==> config.mk <==
export PLATFORM = sky130hd
export DESIGN_NAME = prot_manager
export DESIGN_NICKNAME = d
export VERILOG_FILES = /design/src/rtl/prot_pkg.sv /design/src/rtl/hiccup_timer.sv /design/src/rtl/prot_manager.sv
export SDC_FILE = /design/constraint.sdc
export NUM_CORES = 1
export LEC_CHECK = 0
export BUFFER_PORTS_ARGS = -buffer_cell sky130_fd_sc_hd__buf_2
export CORE_ASPECT_RATIO = 2
export CORE_MARGIN = 2
export CORE_UTILIZATION = 62
export DETAILED_ROUTE_END_ITERATION = 8
export PLACE_DENSITY = 0.91
export SETUP_SLACK_MARGIN = 0.15
export SYNTH_ARGS = -nofsm -noshare
export SYNTH_HDL_FRONTEND = slang
export SYNTH_SLANG_ARGS = --single-unit
==> constraint.sdc <==
create_clock -name I_CLK -period 8.7 [get_ports I_CLK]
set_input_delay 0.87 -clock I_CLK [delete_from_list [all_inputs] [get_ports I_CLK]]
set_output_delay 0.87 -clock I_CLK [all_outputs]
set_load 0.02 [all_outputs]
==> src/rtl/prot_pkg.sv <==
// Purpose: Shared constants for the converter protection manager
// Assumes: 200 MHz controller clock, byte-wide register port
// Notes:   Fault vectors are indexed F_OV..F_TR, matching config bits 1..5
package prot_pkg;

  // Register port geometry
  localparam int          ADDR_W = 8;
  localparam int          DATA_W = 8;

  // Register offsets
  localparam logic [7:0] REG_FLAGS = 8'h00;
  localparam logic [7:0] REG_PTYPE = 8'h04;
  localparam logic [7:0] REG_PROP  = 8'h08;
  localparam logic [7:0] REG_CLIM  = 8'h0C;
  localparam logic [7:0] REG_LEVEL = 8'h10;
  localparam logic [7:0] REG_STATE = 8'h14;

  // Reset values
  localparam logic [7:0] FLAGS_RST = 8'hFF;
  localparam logic [7:0] PTYPE_RST = 8'h43;
  localparam logic [7:0] PROP_RST  = 8'h3F;
  localparam logic [7:0] CLIM_RST  = 8'h10;
  localparam logic [7:0] LEVEL_RST = 8'h08;

  // Field positions
  localparam int BIT_HOT  = 7;
  localparam int BIT_WIN  = 6;
  localparam int BIT_PHV  = 0;
  localparam int BIT_TRE  = 7;
  localparam int BIT_PTM  = 7;
  localparam int BIT_PGM  = 6;
  localparam int BIT_TCE  = 4;
  localparam int BIT_PGLL = 4;
  localparam int OVPL_LO  = 2;
  localparam int OVPL_HI  = 3;
  localparam int CLS_HI   = 3;
  localparam int FLT_LO   = 1;
  localparam int FLT_HI   = 5;

  // Fault index inside the fault vectors
  localparam int F_OV = 0;
  localparam int F_UV = 1;
  localparam int F_OC = 2;
  localparam int F_OT = 3;
  localparam int F_TR = 4;
  localparam int NFLT = 5;

  // Comparator set points, for reference by the analog front end
  localparam int TEMP_WARN_SET_C   = 120;
  localparam int TEMP_WARN_CLR_C   = 117;
  localparam int TEMP_RESTART_C    = 110;
  localparam int TRACK_LIMIT_MV    = 250;
  localparam int OV_FLOOR_MV       = 1000;

  // Hiccup interval
  localparam int CLK_MHZ    = 200;
  localparam int HICCUP_MS  = 130;
  localparam int HICCUP_CYC = HICCUP_MS * CLK_MHZ * 1000;

  // Power stage sequencer states
  typedef enum logic [1:0] {ST_OFF, ST_RUN, ST_SHUT, ST_WAIT} pwr_state_t;

endpackage : prot_pkg

==> src/rtl/hiccup_timer.sv <==
// Purpose: Restart interval timer for the protection manager
// Assumes: i_start is a one-cycle pulse
// Notes:   o_done stays high from expiry until the next start
`timescale 1ns/1ps
`default_nettype none
module hiccup_timer #(
  parameter int CYCLES = 26000000
) (
  input  wire logic i_clk,
  input  wire logic i_rst,
  input  wire logic i_start,
  output var  logic o_busy,
  output var  logic o_done
);

  localparam int CW = $clog2(CYCLES + 1);

  // Refuse an interval the counter cannot hold
  if (CYCLES < 1) begin : g_chk
    $error("hiccup_timer: CYCLES must be at least one");
  end

  logic [CW-1:0] cnt_q;
  wire           last_w = (cnt_q == CW'(1));

  // Count down from the interval; done flags the end of the wait
  always_ff @(posedge i_clk or posedge i_rst) begin
    if (i_rst) begin
      cnt_q  <= '0;
      o_busy <= 1'b0;
      o_done <= 1'b0;
    end else if (i_start) begin
      cnt_q  <= CW'(CYCLES);
      o_busy <= 1'b1;
      o_done <= 1'b0;
    end else if (o_busy) begin
      cnt_q  <= cnt_q - CW'(1);
      o_busy <= !last_w;
      o_done <= last_w;
    end
  end

endmodule : hiccup_timer
`default_nettype wire

==> src/rtl/prot_manager.sv <==
// Purpose: Protection and fault manager of a step-down load converter
// Assumes: Comparator and state inputs are synchronous to I_CLK;
//          power-good pin and turn-on command are asynchronous
// Notes:   Health flags are active low; writing 1 to a fault flag restores it only if its condition is already gone
//
// Contract
// - Warnings only report, never stop output
// - Above 120C set hot flag low, notify
// - Hot warning notified only if enabled
// - Hot warning removed below 117C
// - Power-good low outside 110% / 90-95% window
// - Power-good armed only in steady state
// - Window warning: pin low, flag low, notify
// - Back in window: release pin, restore flag
// - External low on pin raises window warning
// - Any fault class event shuts converter down
// - Overcurrent watched only above pre-bias
// - Overcurrent fault: flag low, fast off
// - Current limit temperature compensation is selectable
// - Undervoltage in steady state, no overcurrent
// - Over-temperature fault above 120C, sequenced off
// - Non-latching over-temperature restarts below 110C
// - Tracking checked only while ramping up
// - Tracking beyond 250mV: flag low, fast off
// - Tracking protection can be disabled
// - Overvoltage: flag low, high off, low on
// - Overvoltage level 110-130%, floor 1.0V
// - Phase voltage error not implemented
// - Local fault may shut other converters
// - Non-latching retries every 130ms
// - Latching waits 130ms, clear and recycle; here either one alone allows the restart
// - Propagated fault pulls group line low
//
// The register offsets and strobed register access were decided locally.
`timescale 1ns/1ps
`default_nettype none
module prot_manager #(
  parameter int HICCUP_CYCLES = prot_pkg::HICCUP_CYC
) (
  input  wire logic        I_CLK,
  input  wire logic        I_RST,
  // Register port
  input  wire logic [7:0]  I_ADDR,
  input  wire logic [7:0]  I_WDATA,
  input  wire logic        I_WR,
  input  wire logic        I_RD,
  output var  logic [7:0]  O_RDATA,
  // Comparator and converter state inputs
  input  wire logic        I_TEMP_ABOVE_SET,
  input  wire logic        I_TEMP_BELOW_CLR,
  input  wire logic        I_TEMP_BELOW_RESTART,
  input  wire logic        I_VO_ABOVE_PG_HIGH,
  input  wire logic        I_VO_BELOW_PG_LOW,
  input  wire logic        I_VO_ABOVE_PREBIAS,
  input  wire logic        I_VO_BELOW_UV,
  input  wire logic        I_VO_ABOVE_OV,
  input  wire logic        I_CURRENT_LIMIT,
  input  wire logic        I_TRACK_EXCEEDED,
  input  wire logic        I_STEADY,
  input  wire logic        I_RAMP_UP,
  input  wire logic        I_VO_ZERO,
  input  wire logic        I_TURN_ON,
  // Open-drain power-good pin
  input  wire logic        I_PG_IN,
  output var  logic        O_PG_OUT,
  output var  logic        O_PG_OE_N,
  // Open-drain group fault line
  output var  logic        O_GRP_OUT,
  output var  logic        O_GRP_OE_N,
  // Power stage commands
  output var  logic        O_RUN,
  output var  logic        O_SEQ_OFF,
  output var  logic        O_FAST_OFF,
  output var  logic        O_LOW_SIDE_ON,
  // Threshold settings for the analog front end
  output var  logic        O_PG_LOW_SEL,
  output var  logic [1:0]  O_OV_LEVEL,
  output var  logic        O_TEMP_COMP_EN,
  output var  logic [3:0]  O_CL_SET,
  // Notice to the system power manager
  output var  logic        O_NOTIFY
);

  localparam int NF = prot_pkg::NFLT;

  // Refuse an interval the sequencer cannot serve
  if (HICCUP_CYCLES < 1) begin : g_chk
    $error("prot_manager: HICCUP_CYCLES must be at least one");
  end

  // Configuration registers
  logic [7:0]  ptype_q;
  logic [7:0]  prop_q;
  logic [7:0]  clim_q;
  logic [7:0]  level_q;

  // Status and sequencer state
  logic [NF-1:0] fault_q;
  logic [NF-1:0] fault_d;
  logic [NF-1:0] cause_q;
  logic [NF-1:0] cause_d;
  logic          hot_q;
  logic          hot_d;
  logic          armed_q;
  logic [1:0]    rel_q;
  logic          recyc_q;
  logic          recyc_d;
  prot_pkg::pwr_state_t st_q;
  prot_pkg::pwr_state_t st_d;

  // Synchronisers for asynchronous pins
  logic [1:0]  pg_sync_q;
  logic [1:0]  on_sync_q;

  // Timer handshake
  logic        tmr_start;
  logic        tmr_busy;
  logic        tmr_done;

  // Two flip-flops ahead of any use of the pins
  always_ff @(posedge I_CLK or posedge I_RST) begin
    if (I_RST) begin
      pg_sync_q <= 2'h3;
      on_sync_q <= 2'h0;
    end else begin
      pg_sync_q <= {pg_sync_q[0], I_PG_IN};
      on_sync_q <= {on_sync_q[0], I_TURN_ON};
    end
  end

  wire pg_pin_s = pg_sync_q[1];
  wire turn_on_s = on_sync_q[1];

  // Address decode
  wire sel_flags = (I_ADDR == prot_pkg::REG_FLAGS);
  wire sel_ptype = (I_ADDR == prot_pkg::REG_PTYPE);
  wire sel_prop  = (I_ADDR == prot_pkg::REG_PROP);
  wire sel_clim  = (I_ADDR == prot_pkg::REG_CLIM);
  wire sel_level = (I_ADDR == prot_pkg::REG_LEVEL);
  wire sel_state = (I_ADDR == prot_pkg::REG_STATE);
  wire wr_flags  = I_WR && sel_flags;

  // Fault-related fields taken from the configuration registers
  wire [NF-1:0] latch_cfg = ptype_q[prot_pkg::FLT_HI:prot_pkg::FLT_LO];
  wire [NF-1:0] prop_cfg  = prop_q[prot_pkg::FLT_HI:prot_pkg::FLT_LO];
  wire [NF-1:0] flag_wr   = wr_flags ? I_WDATA[prot_pkg::FLT_HI:prot_pkg::FLT_LO]
                                     : '0;
  wire          track_en  = ptype_q[prot_pkg::BIT_TRE];

  // Configuration writes; reserved bits of the level register stay zero
  always_ff @(posedge I_CLK or posedge I_RST) begin
    if (I_RST) begin
      ptype_q <= prot_pkg::PTYPE_RST;
      prop_q  <= prot_pkg::PROP_RST;
      clim_q  <= prot_pkg::CLIM_RST;
      level_q <= prot_pkg::LEVEL_RST;
    end else if (I_WR) begin
      if (sel_ptype) ptype_q <= I_WDATA;
      if (sel_prop)  prop_q  <= I_WDATA;
      if (sel_clim)  clim_q  <= I_WDATA;
      if (sel_level) level_q <= {3'h0, I_WDATA[4:0]};
    end
  end

  // Over-temperature warning with hysteresis
  assign hot_d = I_TEMP_ABOVE_SET ? 1'b1
               : I_TEMP_BELOW_CLR ? 1'b0
               : hot_q;

  // Power-good window check once armed; outside drive seen only once the
  // synchroniser shows the released wire, so our own release is no false low
  wire pg_out_win = I_VO_ABOVE_PG_HIGH || I_VO_BELOW_PG_LOW;
  wire pg_ext_low = O_PG_OE_N && rel_q[1] && !pg_pin_s;
  wire pg_warn    = armed_q && (pg_out_win || pg_ext_low);
  // An outside low already holds the wire; driving it would hide its end
  wire pg_drive_d = !armed_q || pg_out_win || !I_STEADY;

  // Warnings arm and track; none of them reach the power stage
  always_ff @(posedge I_CLK or posedge I_RST) begin
    if (I_RST) begin
      hot_q   <= 1'b0;
      armed_q <= 1'b0;
      rel_q   <= 2'h0;
    end else begin
      hot_q   <= hot_d;
      rel_q   <= {rel_q[0], O_PG_OE_N};
      armed_q <= I_STEADY && st_q == prot_pkg::ST_RUN;
    end
  end

  // Fault detection for the running converter
  wire running = (st_q == prot_pkg::ST_RUN);
  logic [NF-1:0] trip;
  assign trip[prot_pkg::F_OC] = running && I_VO_ABOVE_PREBIAS
                             && I_CURRENT_LIMIT && I_VO_BELOW_UV;
  assign trip[prot_pkg::F_UV] = running && I_STEADY && I_VO_BELOW_UV
                             && !trip[prot_pkg::F_OC];
  assign trip[prot_pkg::F_OT] = running && I_TEMP_ABOVE_SET;
  assign trip[prot_pkg::F_TR] = running && I_RAMP_UP && track_en
                             && I_TRACK_EXCEEDED;
  assign trip[prot_pkg::F_OV] = running && I_VO_ABOVE_PREBIAS
                             && I_VO_ABOVE_OV;
  wire any_trip = |trip;

  // Conditions that still hold, used to gate a latched restart
  logic [NF-1:0] cond;
  assign cond[prot_pkg::F_OC] = I_CURRENT_LIMIT;
  assign cond[prot_pkg::F_UV] = I_VO_BELOW_UV && I_STEADY;
  assign cond[prot_pkg::F_OT] = !I_TEMP_BELOW_RESTART;
  assign cond[prot_pkg::F_TR] = 1'b0;
  assign cond[prot_pkg::F_OV] = I_VO_ABOVE_OV;

  // Restart gating once the interval has run out
  wire [NF-1:0] lat_cause   = cause_q & latch_cfg;
  wire [NF-1:0] nlat_cause  = cause_q & ~latch_cfg;
  wire          lat_ok      = ((lat_cause & (cond | fault_q)) == '0)
                            || (recyc_q && (lat_cause & cond) == '0);
  wire          ot_wait     = nlat_cause[prot_pkg::F_OT]
                            && !I_TEMP_BELOW_RESTART;
  wire          may_restart = tmr_done && lat_ok && !ot_wait;
  wire          restart     = (st_q == prot_pkg::ST_WAIT) && may_restart
                            && turn_on_s;

  // Per-fault flag: trip sets it, write of 1 with its condition gone or a restart of a non-latched fault restores it
  for (genvar i = 0; i < NF; i++) begin : g_flag
    wire clr = (flag_wr[i] && !cond[i])
            || (restart && !latch_cfg[i]);
    assign fault_d[i] = trip[i] || (fault_q[i] && !clr);
  end

  // Sequencer next state
  always_comb begin
    st_d      = st_q;
    cause_d   = cause_q;
    recyc_d   = recyc_q;
    tmr_start = 1'b0;
    case (st_q)
      prot_pkg::ST_OFF: begin
        if (turn_on_s && !tmr_busy) begin
          st_d    = prot_pkg::ST_RUN;
          cause_d = '0;
          recyc_d = 1'b0;
        end
      end
      prot_pkg::ST_RUN: begin
        if (any_trip) begin
          st_d    = prot_pkg::ST_SHUT;
          cause_d = trip;
        end else if (!turn_on_s) begin
          st_d    = prot_pkg::ST_OFF;
        end
      end
      prot_pkg::ST_SHUT: begin
        if (I_VO_ZERO) begin
          st_d      = prot_pkg::ST_WAIT;
          tmr_start = 1'b1;
        end
      end
      prot_pkg::ST_WAIT: begin
        if (!turn_on_s) begin
          recyc_d = 1'b1;
        end
        if (restart) begin
          st_d    = prot_pkg::ST_RUN;
          cause_d = '0;
          recyc_d = 1'b0;
        end
      end
      default: st_d = prot_pkg::ST_OFF;
    endcase
  end

  // Shutdown style chosen from the cause of the trip
  wire [NF-1:0] sd_cause = (st_d == prot_pkg::ST_SHUT) ? cause_d : '0;
  wire          crow_d   = sd_cause[prot_pkg::F_OV];
  wire          fast_d   = crow_d || sd_cause[prot_pkg::F_OC]
                        || sd_cause[prot_pkg::F_TR];
  wire          seq_d    = (st_d != prot_pkg::ST_RUN) && !fast_d;
  wire          run_d    = (st_d == prot_pkg::ST_RUN);

  // Group line low while a propagated fault is standing
  wire grp_low_d = |(fault_d & prop_cfg);

  // Notice to the manager: enabled warnings and any standing fault
  wire notify_d = (hot_d && prop_q[prot_pkg::BIT_PTM])
               || (pg_warn && prop_q[prot_pkg::BIT_PGM])
               || (|fault_d);

  // Sequencer and fault registers
  always_ff @(posedge I_CLK or posedge I_RST) begin
    if (I_RST) begin
      st_q    <= prot_pkg::ST_OFF;
      cause_q <= '0;
      fault_q <= '0;
      recyc_q <= 1'b0;
    end else begin
      st_q    <= st_d;
      cause_q <= cause_d;
      fault_q <= fault_d;
      recyc_q <= recyc_d;
    end
  end

  // Restart interval
  hiccup_timer #(
    .CYCLES (HICCUP_CYCLES)
  ) u_hiccup (
    .i_clk   (I_CLK),
    .i_rst   (I_RST),
    .i_start (tmr_start),
    .o_busy  (tmr_busy),
    .o_done  (tmr_done)
  );

  // Health flags, active low; the phase voltage bit never drops
  wire [7:0] flags_w = {!hot_q,
                        !(armed_q ? (pg_out_win || pg_ext_low) : 1'b0),
                        ~fault_q,
                        1'b1};

  // Read multiplexer; unmapped addresses read zero
  wire [7:0] rd_mux = sel_flags ? flags_w
                    : sel_ptype ? ptype_q
                    : sel_prop  ? prop_q
                    : sel_clim  ? clim_q
                    : sel_level ? level_q
                    : sel_state ? {6'h00, st_q}
                    : 8'h00;

  // Registered outputs
  always_ff @(posedge I_CLK or posedge I_RST) begin
    if (I_RST) begin
      O_RDATA        <= 8'h00;
      O_PG_OUT       <= 1'b0;
      O_PG_OE_N      <= 1'b0;
      O_GRP_OUT      <= 1'b0;
      O_GRP_OE_N     <= 1'b1;
      O_RUN          <= 1'b0;
      O_SEQ_OFF      <= 1'b1;
      O_FAST_OFF     <= 1'b0;
      O_LOW_SIDE_ON  <= 1'b0;
      O_PG_LOW_SEL   <= 1'b0;
      O_OV_LEVEL     <= 2'h0;
      O_TEMP_COMP_EN <= 1'b0;
      O_CL_SET       <= 4'h0;
      O_NOTIFY       <= 1'b0;
    end else begin
      O_RDATA        <= I_RD ? rd_mux : 8'h00;
      O_PG_OUT       <= 1'b0;
      O_PG_OE_N      <= !pg_drive_d;
      O_GRP_OUT      <= 1'b0;
      O_GRP_OE_N     <= !grp_low_d;
      O_RUN          <= run_d;
      O_SEQ_OFF      <= seq_d;
      O_FAST_OFF     <= fast_d;
      O_LOW_SIDE_ON  <= crow_d;
      O_PG_LOW_SEL   <= level_q[prot_pkg::BIT_PGLL];
      O_OV_LEVEL     <= level_q[prot_pkg::OVPL_HI:prot_pkg::OVPL_LO];
      O_TEMP_COMP_EN <= clim_q[prot_pkg::BIT_TCE];
      O_CL_SET       <= clim_q[prot_pkg::CLS_HI:0];
      O_NOTIFY       <= notify_d;
    end
  end

endmodule : prot_manager
`default_nettype wire

==> results of run 1 <==
how the worst max path moves through the flow:
stage	from	slack, ps	depth (start not counted)	endpoint
CTS	st_q[1]$_DFF_PP0_	5640	7	u_hiccup.cnt_q[23]$_DFFE_PP0P_
global placement	I_ADDR[4]	5350	8	O_NOTIFY$_DFF_PP0_
floorplan	I_RST	5240	1	O_CL_SET[0]$_DFF_PP0_
finish	I_ADDR[4]	5560	8	O_NOTIFY$_DFF_PP0_
detailed placement	I_ADDR[4]	5250	8	O_NOTIFY$_DFF_PP0_
global route	st_q[1]$_DFF_PP0_	5490	7	u_hiccup.cnt_q[23]$_DFFE_PP0P_
kinds of logic after synthesis:
group	Yosys count	share of synthesized area
fa+ha+maj	2	0.00553
buf+inv	24	0.0252
flops	100	0.557
mux	32	0.0794
other cells	1	0.000829
xor+xnor	21	0.0407
simple gates	155	0.183
compound gates	71	0.108
worst reg2reg max path, cell delays in order, from the launching register on:
cell       delay (ps)
dfrtp_1           540
and3b_1           760
o2111ai_4         180
or4_1             580
or3b_4            480
nor4_4            160
xnor2_1           150
nand2_1            80
registers in the layout, summed over array words and instances (netlist names), 2 cells and up, named ones only:
signal and flops:
rel_q 2, clim_q 8, O_OV_LEVEL 2, fault_q 5, level_q 5, pg_sync_q 2, st_q 2, cause_q 3
prop_q 8, u_hiccup.cnt_q 25, O_CL_SET 4, on_sync_q 2, O_RDATA 8, ptype_q 8
per-layer routing:
| metal | GRT usage | wire [µm] | vias up |
|---|---|---|---|
| met4 | 0.114 | 324 | 0 |
| met1 | 0.358 | 4080 | 1698 |
| met5 | 0 | 0 | - |
| li1 | - | - | 1559 |
| met2 | 0.415 | 4860 | 138 |
| met3 | 0.0560 | 563 | 24 |
layout by cell type (no fill, tap or decap), types with 8 or more instances in the layout:
master,n
dfstp_2,15
mux2_2,31
inv_1,9
nor2_1,41
nand2_1,33
buf_2,57
a211oi_1,10
a21oi_1,22
nand3_1,13
nor3_1,11
xor2_1,8
dfrtp_1,85
xnor2_1,13
clkbuf_16,9
stage by stage:
| stage | std cells | hold slack (ps) |
|---|---|---|
| finish | 560 | 357 |
| global route | 560 | 360 |
| global placement | 544 | 335 |
| CTS | 560 | 360 |
| detailed placement | 544 | 345 |
| floorplan | 407 | 331 |
report_power, final:
group          switching (mW)  internal [mW]  total, mW
sequential             0.0638          0.532      0.596
clock                   0.172          0.233      0.405
combinational          0.0946         0.0814      0.176
layout make-up:
class / count / area share
Tap cell: 92 / 0.0222
Clock buffer: 10 / 0.0461
Timing Repair Buffer: 59 / 0.0580
Inverter: 10 / 0.00773
Clock inverter: 6 / 0.0135
Multi-Input combinational cell: 283 / 0.366
Sequential cell: 100 / 0.487
==> impl_metrics.env, run 1 <==
export IMPL_run_status="finished, final reports clean"
export IMPL_synth_edf_count=0
export IMPL_seq_area_um2=2520
export IMPL_die_area_um2=8040
export IMPL_drv_slew=0
export IMPL_area_growth_pct=14.5
export IMPL_firstDrtPassIters=5
export IMPL_skew_ps=6.85
export IMPL_fin_nets=500
export IMPL_fin_setup_tns_ps=0
export IMPL_synth_warnings=0
export IMPL_synth_cells=406
export IMPL_rr_endpoint="u_hiccup.cnt_q[23]$_DFFE_PP0P_"
export IMPL_synthFlopType="dfrtp_1"
export IMPL_path_clk_slew_ps=70
export IMPL_drive_gt1_frac=0.288
export IMPL_hpwl_um=6620
export IMPL_vias_per_cell=6.11
export IMPL_n_antenna_cell=0
export IMPL_cts_resized=0
export IMPL_dr_total_vias=3419
export IMPL_rsz0062_at_grt="false"
export IMPL_drc=0
export IMPL_core_um2=7160
export IMPL_boundaryPins=60
export IMPL_hold_violations=0
export IMPL_ys_top_cells_by_area="dfrtp_1, dfstp_2, mux2_2, nor2_1, nand2_1"
export IMPL_min_delay_path_depth=0
export IMPL_cp_num_buf_inv=1
export IMPL_stdcell_area_um2=5180
export IMPL_power_mw=1.18
export IMPL_rr_worst_depth=7
export IMPL_power_leakage_nw=2.40
export IMPL_worstSkewPairLatency_ps=340
export IMPL_clockRootBuffer="clkbuf_16"
export IMPL_clk_path_buf_depth=2
export IMPL_synthDistinctLibCells=61
export IMPL_irDropWorstVdd_uv=168
export IMPL_dpl_cell_area_um2=4870
export IMPL_detail_route_antenna_nets=0
export IMPL_num_fill_cells=507
export IMPL_grt_pass1_vias=3397
export IMPL_cts_setup_buffers=0
export IMPL_timing_final_ws_setup_ps=5560
export IMPL_setup_viol=0
export IMPL_rows=44
export IMPL_drt_wl_total_um=9830
export IMPL_cp_max_fo=13
export IMPL_min_from="on_sync_q[0]$_DFF_PP0_"
export IMPL_die_x_um=64.4
export IMPL_critical_path_max_stage_delay_ps=550
export IMPL_max_cap_violations=0
export IMPL_fin_util=0.724
export IMPL_synth_most_common_cell="dfrtp_1"
export IMPL_cp_required_ps=8930
export IMPL_grt_pass1_wl_um=16500
export IMPL_grt_max_degree=84
export IMPL_critical_path_top_delay_family="simple AND/OR/NAND/NOR gates"
export IMPL_synth_top_area_cell="dfrtp_1"
export IMPL_critPathKind="in2reg"
export IMPL_hold_buffers=0
export IMPL_htreeDepth=3
export IMPL_p_per_area_nw_per_um2=227
export IMPL_ys_seq_area_frac=0.557
export IMPL_synth_area_um2=4520
export IMPL_syn_area_per_cell_um2=11.1
export IMPL_start_util=0.632
export IMPL_crit_path_start_kind="input pin"
export IMPL_relSlewSlack=0.346
export IMPL_finalCriticalPeriod_ps=3140
export IMPL_async_flop_share=1.00
export IMPL_gr_total_overflow=0
export IMPL_cts_tree="built"
export IMPL_cts_made_buffers=9
export IMPL_synth_seq_cells=100
export IMPL_timing_rr_start="st_q[0]$_DFF_PP0_"
export IMPL_holdPathEnd="on_sync_q[1]$_DFF_PP0_"
export IMPL_multi_input_area_um2=1890
export IMPL_yosys_area_top_type_share=0.470
export IMPL_critPathCaptureType="flip-flop"
export IMPL_post_place_ws_ps=5250
export IMPL_fmax_mhz=319
export IMPL_cts_sink_count=100
export IMPL_antenna_found_initial=0
export IMPL_arrival_ps=3360
export IMPL_tightest_slew_ps=981
export IMPL_synth_commonest_cells="dfrtp_1, nor2_1, nand2_1"
export IMPL_grt_usage=0.266
export IMPL_critical_path_slowest_cell="or4_1"
export IMPL_gpl_final_weighted_congestion=0.915
export IMPL_hp_class="reg2reg"
export IMPL_fp_dieH_um=125
export IMPL_drt_iter0_drc=345
export IMPL_reg2reg_setup_slack_ps=5640
export IMPL_path_cells="buf_2 > or4_1 > nor2_2 > nand4b_1 > a21oi_1 > a21oi_1 > or4_1 > or3_1"
export IMPL_wl_per_cell_um=17.6
export IMPL_portBuffers=57
export IMPL_finalCritPeriodShare=0.361
Power figures use the tool's default switching activity.
==> run 2: changes to the inputs <==
--- a/config.mk
+++ b/config.mk
@@ -8,9 +8,9 @@
 export BUFFER_PORTS_ARGS = -buffer_cell sky130_fd_sc_hd__buf_2
 export CORE_ASPECT_RATIO = 2
 export CORE_MARGIN = 2
-export CORE_UTILIZATION = 62
+export CORE_UTILIZATION = 52
 export DETAILED_ROUTE_END_ITERATION = 8
-export PLACE_DENSITY = 0.91
+export PLACE_DENSITY = 0.82
 export SETUP_SLACK_MARGIN = 0.15
 export SYNTH_ARGS = -nofsm -noshare
 export SYNTH_HDL_FRONTEND = slang
==> constraint.sdc (replaced) <==
create_clock -name I_CLK -period 2.5 [get_ports I_CLK]
set_input_delay 0.25 -clock I_CLK [delete_from_list [all_inputs] [get_ports I_CLK]]
set_output_delay 0.25 -clock I_CLK [all_outputs]
set_load 0.02 [all_outputs]
==> impl_metrics.env, run 2 (synthesis results as in run 1) <==
export IMPL_n_antenna_cell=0
export IMPL_wl_met2_um=6520
export IMPL_critPathKind="reg2reg"
export IMPL_skew_ps=3.96
export IMPL_fin_cells=596
export IMPL_detail_route_antenna_nets=0
export IMPL_cts_tree="built"
export IMPL_fin_nets=528
export IMPL_post_place_ws_ps=-3.98
export IMPL_drv_slew=0
export IMPL_path_clk_slew_ps=70
export IMPL_core_um2=8530
export IMPL_dr_total_vias=3539
export IMPL_vias_per_cell=5.94
export IMPL_cts_made_buffers=9
export IMPL_crit_path_start_kind="flip-flop"
export IMPL_clk_path_buf_depth=2
export IMPL_routed_wl_met3_um=404
export IMPL_boundaryPins=60
export IMPL_finalCriticalPeriod_ps=2330
export IMPL_largest_reg_flops=25
export IMPL_drt_wl_total_um=11200
export IMPL_gpl_final_weighted_congestion=0.930
export IMPL_arrival_ps=2550
export IMPL_die_x_um=70.0
export IMPL_rsz0062_at_grt="true"
export IMPL_relSlewSlack=0.577
export IMPL_cp_required_ps=2730
export IMPL_die_area_um2=9510
export IMPL_drc=0
export IMPL_clockRootBuffer="clkbuf_16"
export IMPL_worstSkewPairLatency_ps=350
export IMPL_run_status="finished, final reports clean"
export IMPL_htreeDepth=3
export IMPL_timing_rr_start="st_q[1]$_DFF_PP0_"
export IMPL_hold_violations=0
export IMPL_setup_viol=0
export IMPL_portBuffers=57
export IMPL_wl_per_cell_um=18.8
export IMPL_rows=48
export IMPL_largest_register="u_hiccup.cnt_q"
export IMPL_hp_class="in2reg"
export IMPL_cts_sink_count=100
export IMPL_area_growth_pct=20.9
export IMPL_drt_iter0_drc=254
export IMPL_firstDrtPassIters=4
export IMPL_critPathCaptureType="flip-flop"
export IMPL_cp_max_fo=8
export IMPL_multi_input_area_um2=1940
export IMPL_hpwl_um=8330
export IMPL_grt_max_degree=56
export IMPL_num_fill_cells=654
export IMPL_tightest_slew_ps=629
export IMPL_irDropWorstVdd_uv=486
export IMPL_max_cap_violations=0
export IMPL_post_place_cells=572
export IMPL_crit_path_start="st_q[1]$_DFF_PP0_"
export IMPL_start_util=0.531
export IMPL_fp_dieH_um=136
export IMPL_fin_util=0.641
export IMPL_grt_usage=0.245
export IMPL_p_per_area_nw_per_um2=767
export IMPL_grt_pass1_wl_um=17700
export IMPL_fmax_mhz=429
export IMPL_seq_area_um2=2520
export IMPL_gr_total_overflow=0
export IMPL_power_leakage_nw=2.54
export IMPL_mostFrequentLayoutCell="dfrtp_1"
export IMPL_min_from="I_WDATA[7]"
export IMPL_antenna_found_initial=0
export IMPL_topRoutingLayerUsed="met4"
export IMPL_drive_gt1_frac=0.337
export IMPL_met1_length_um=3790
export IMPL_final_cell_mix="dfrtp_1, buf_2, nor2_1, nand2_1, mux2_2"
export IMPL_timing_final_ws_setup_ps=171
export IMPL_grt_pass1_vias=3729
export IMPL_finalCritPeriodShare=0.931
## run 2: timing repair
item	4_1_cts	5_1_grt
endpoints found under the hold margin	13	1
buffers inserted	0	5
resized for setup	3	8
pin swaps	0	3
setup endpoints to repair	5	12
hold buffers	2	1
## run 2: metrics by stage
| stage | area [µm²] | hold slack (ps) | setup TNS, ps | total power, mW |
|---|---|---|---|---|
| floorplan | 4530 | 254 | 0 | 2.51 |
| global placement | 5060 | 264 | 0 | 2.71 |
| detailed placement | 5060 | 272 | -3.98 | 2.76 |
| CTS | 5400 | 5.81 | 0 | 4.17 |
| global route | 5470 | 165 | 0 | 4.39 |
| finish | 5470 | 159 | 0 | 4.20 |
## run 2: routing by layer
| metal | global-route usage | vias to the layer above |
|---|---|---|
| li1 | - | 1615 |
| met1 | 0.231 | 1763 |
| met2 | 0.470 | 119 |
| met3 | 0.0511 | 42 |
| met4 | 0.143 | 0 |
| met5 | 0 | - |
## run 2: worst paths after layout
path	endpoint	slack, ps	cells after the start
worst min-delay path	prop_q[7]$_DFFE_PP0P_	160	2
worst max-delay path	O_NOTIFY$_DFF_PP0_	170	7
worst min register to register	rel_q[1]$_DFF_PP0_	360	0
worst max register to register	O_NOTIFY$_DFF_PP0_	170	7
max in group asynchronous	O_SEQ_OFF$_DFF_PP1_	1400	4
min in group asynchronous	O_RDATA[5]$_DFF_PP0_	440	3
## run 2: worst max-delay path: stages, from the launching register on
cell and delay, ps:
dfrtp_1 410, buf_4 180, and2b_1 250, and3_2 290, nor2_1 180, a21oi_2 90
or4_1 500, or3_1 310
## run 2: cell type report
type                       count  area share
clock buffer                  10      0.0419
tap                          100      0.0229
inverter                      10     0.00755
multi-input combinational    283       0.354
clock inverter                 6      0.0133
sequential                   100       0.461
timing repair buffer          87      0.0993
## run 2: where the power goes
part	switching, mW	total (mW)	internal [mW]
clock	0.610	1.40	0.786
combinational	0.377	0.715	0.338
sequential	0.236	2.09	1.85
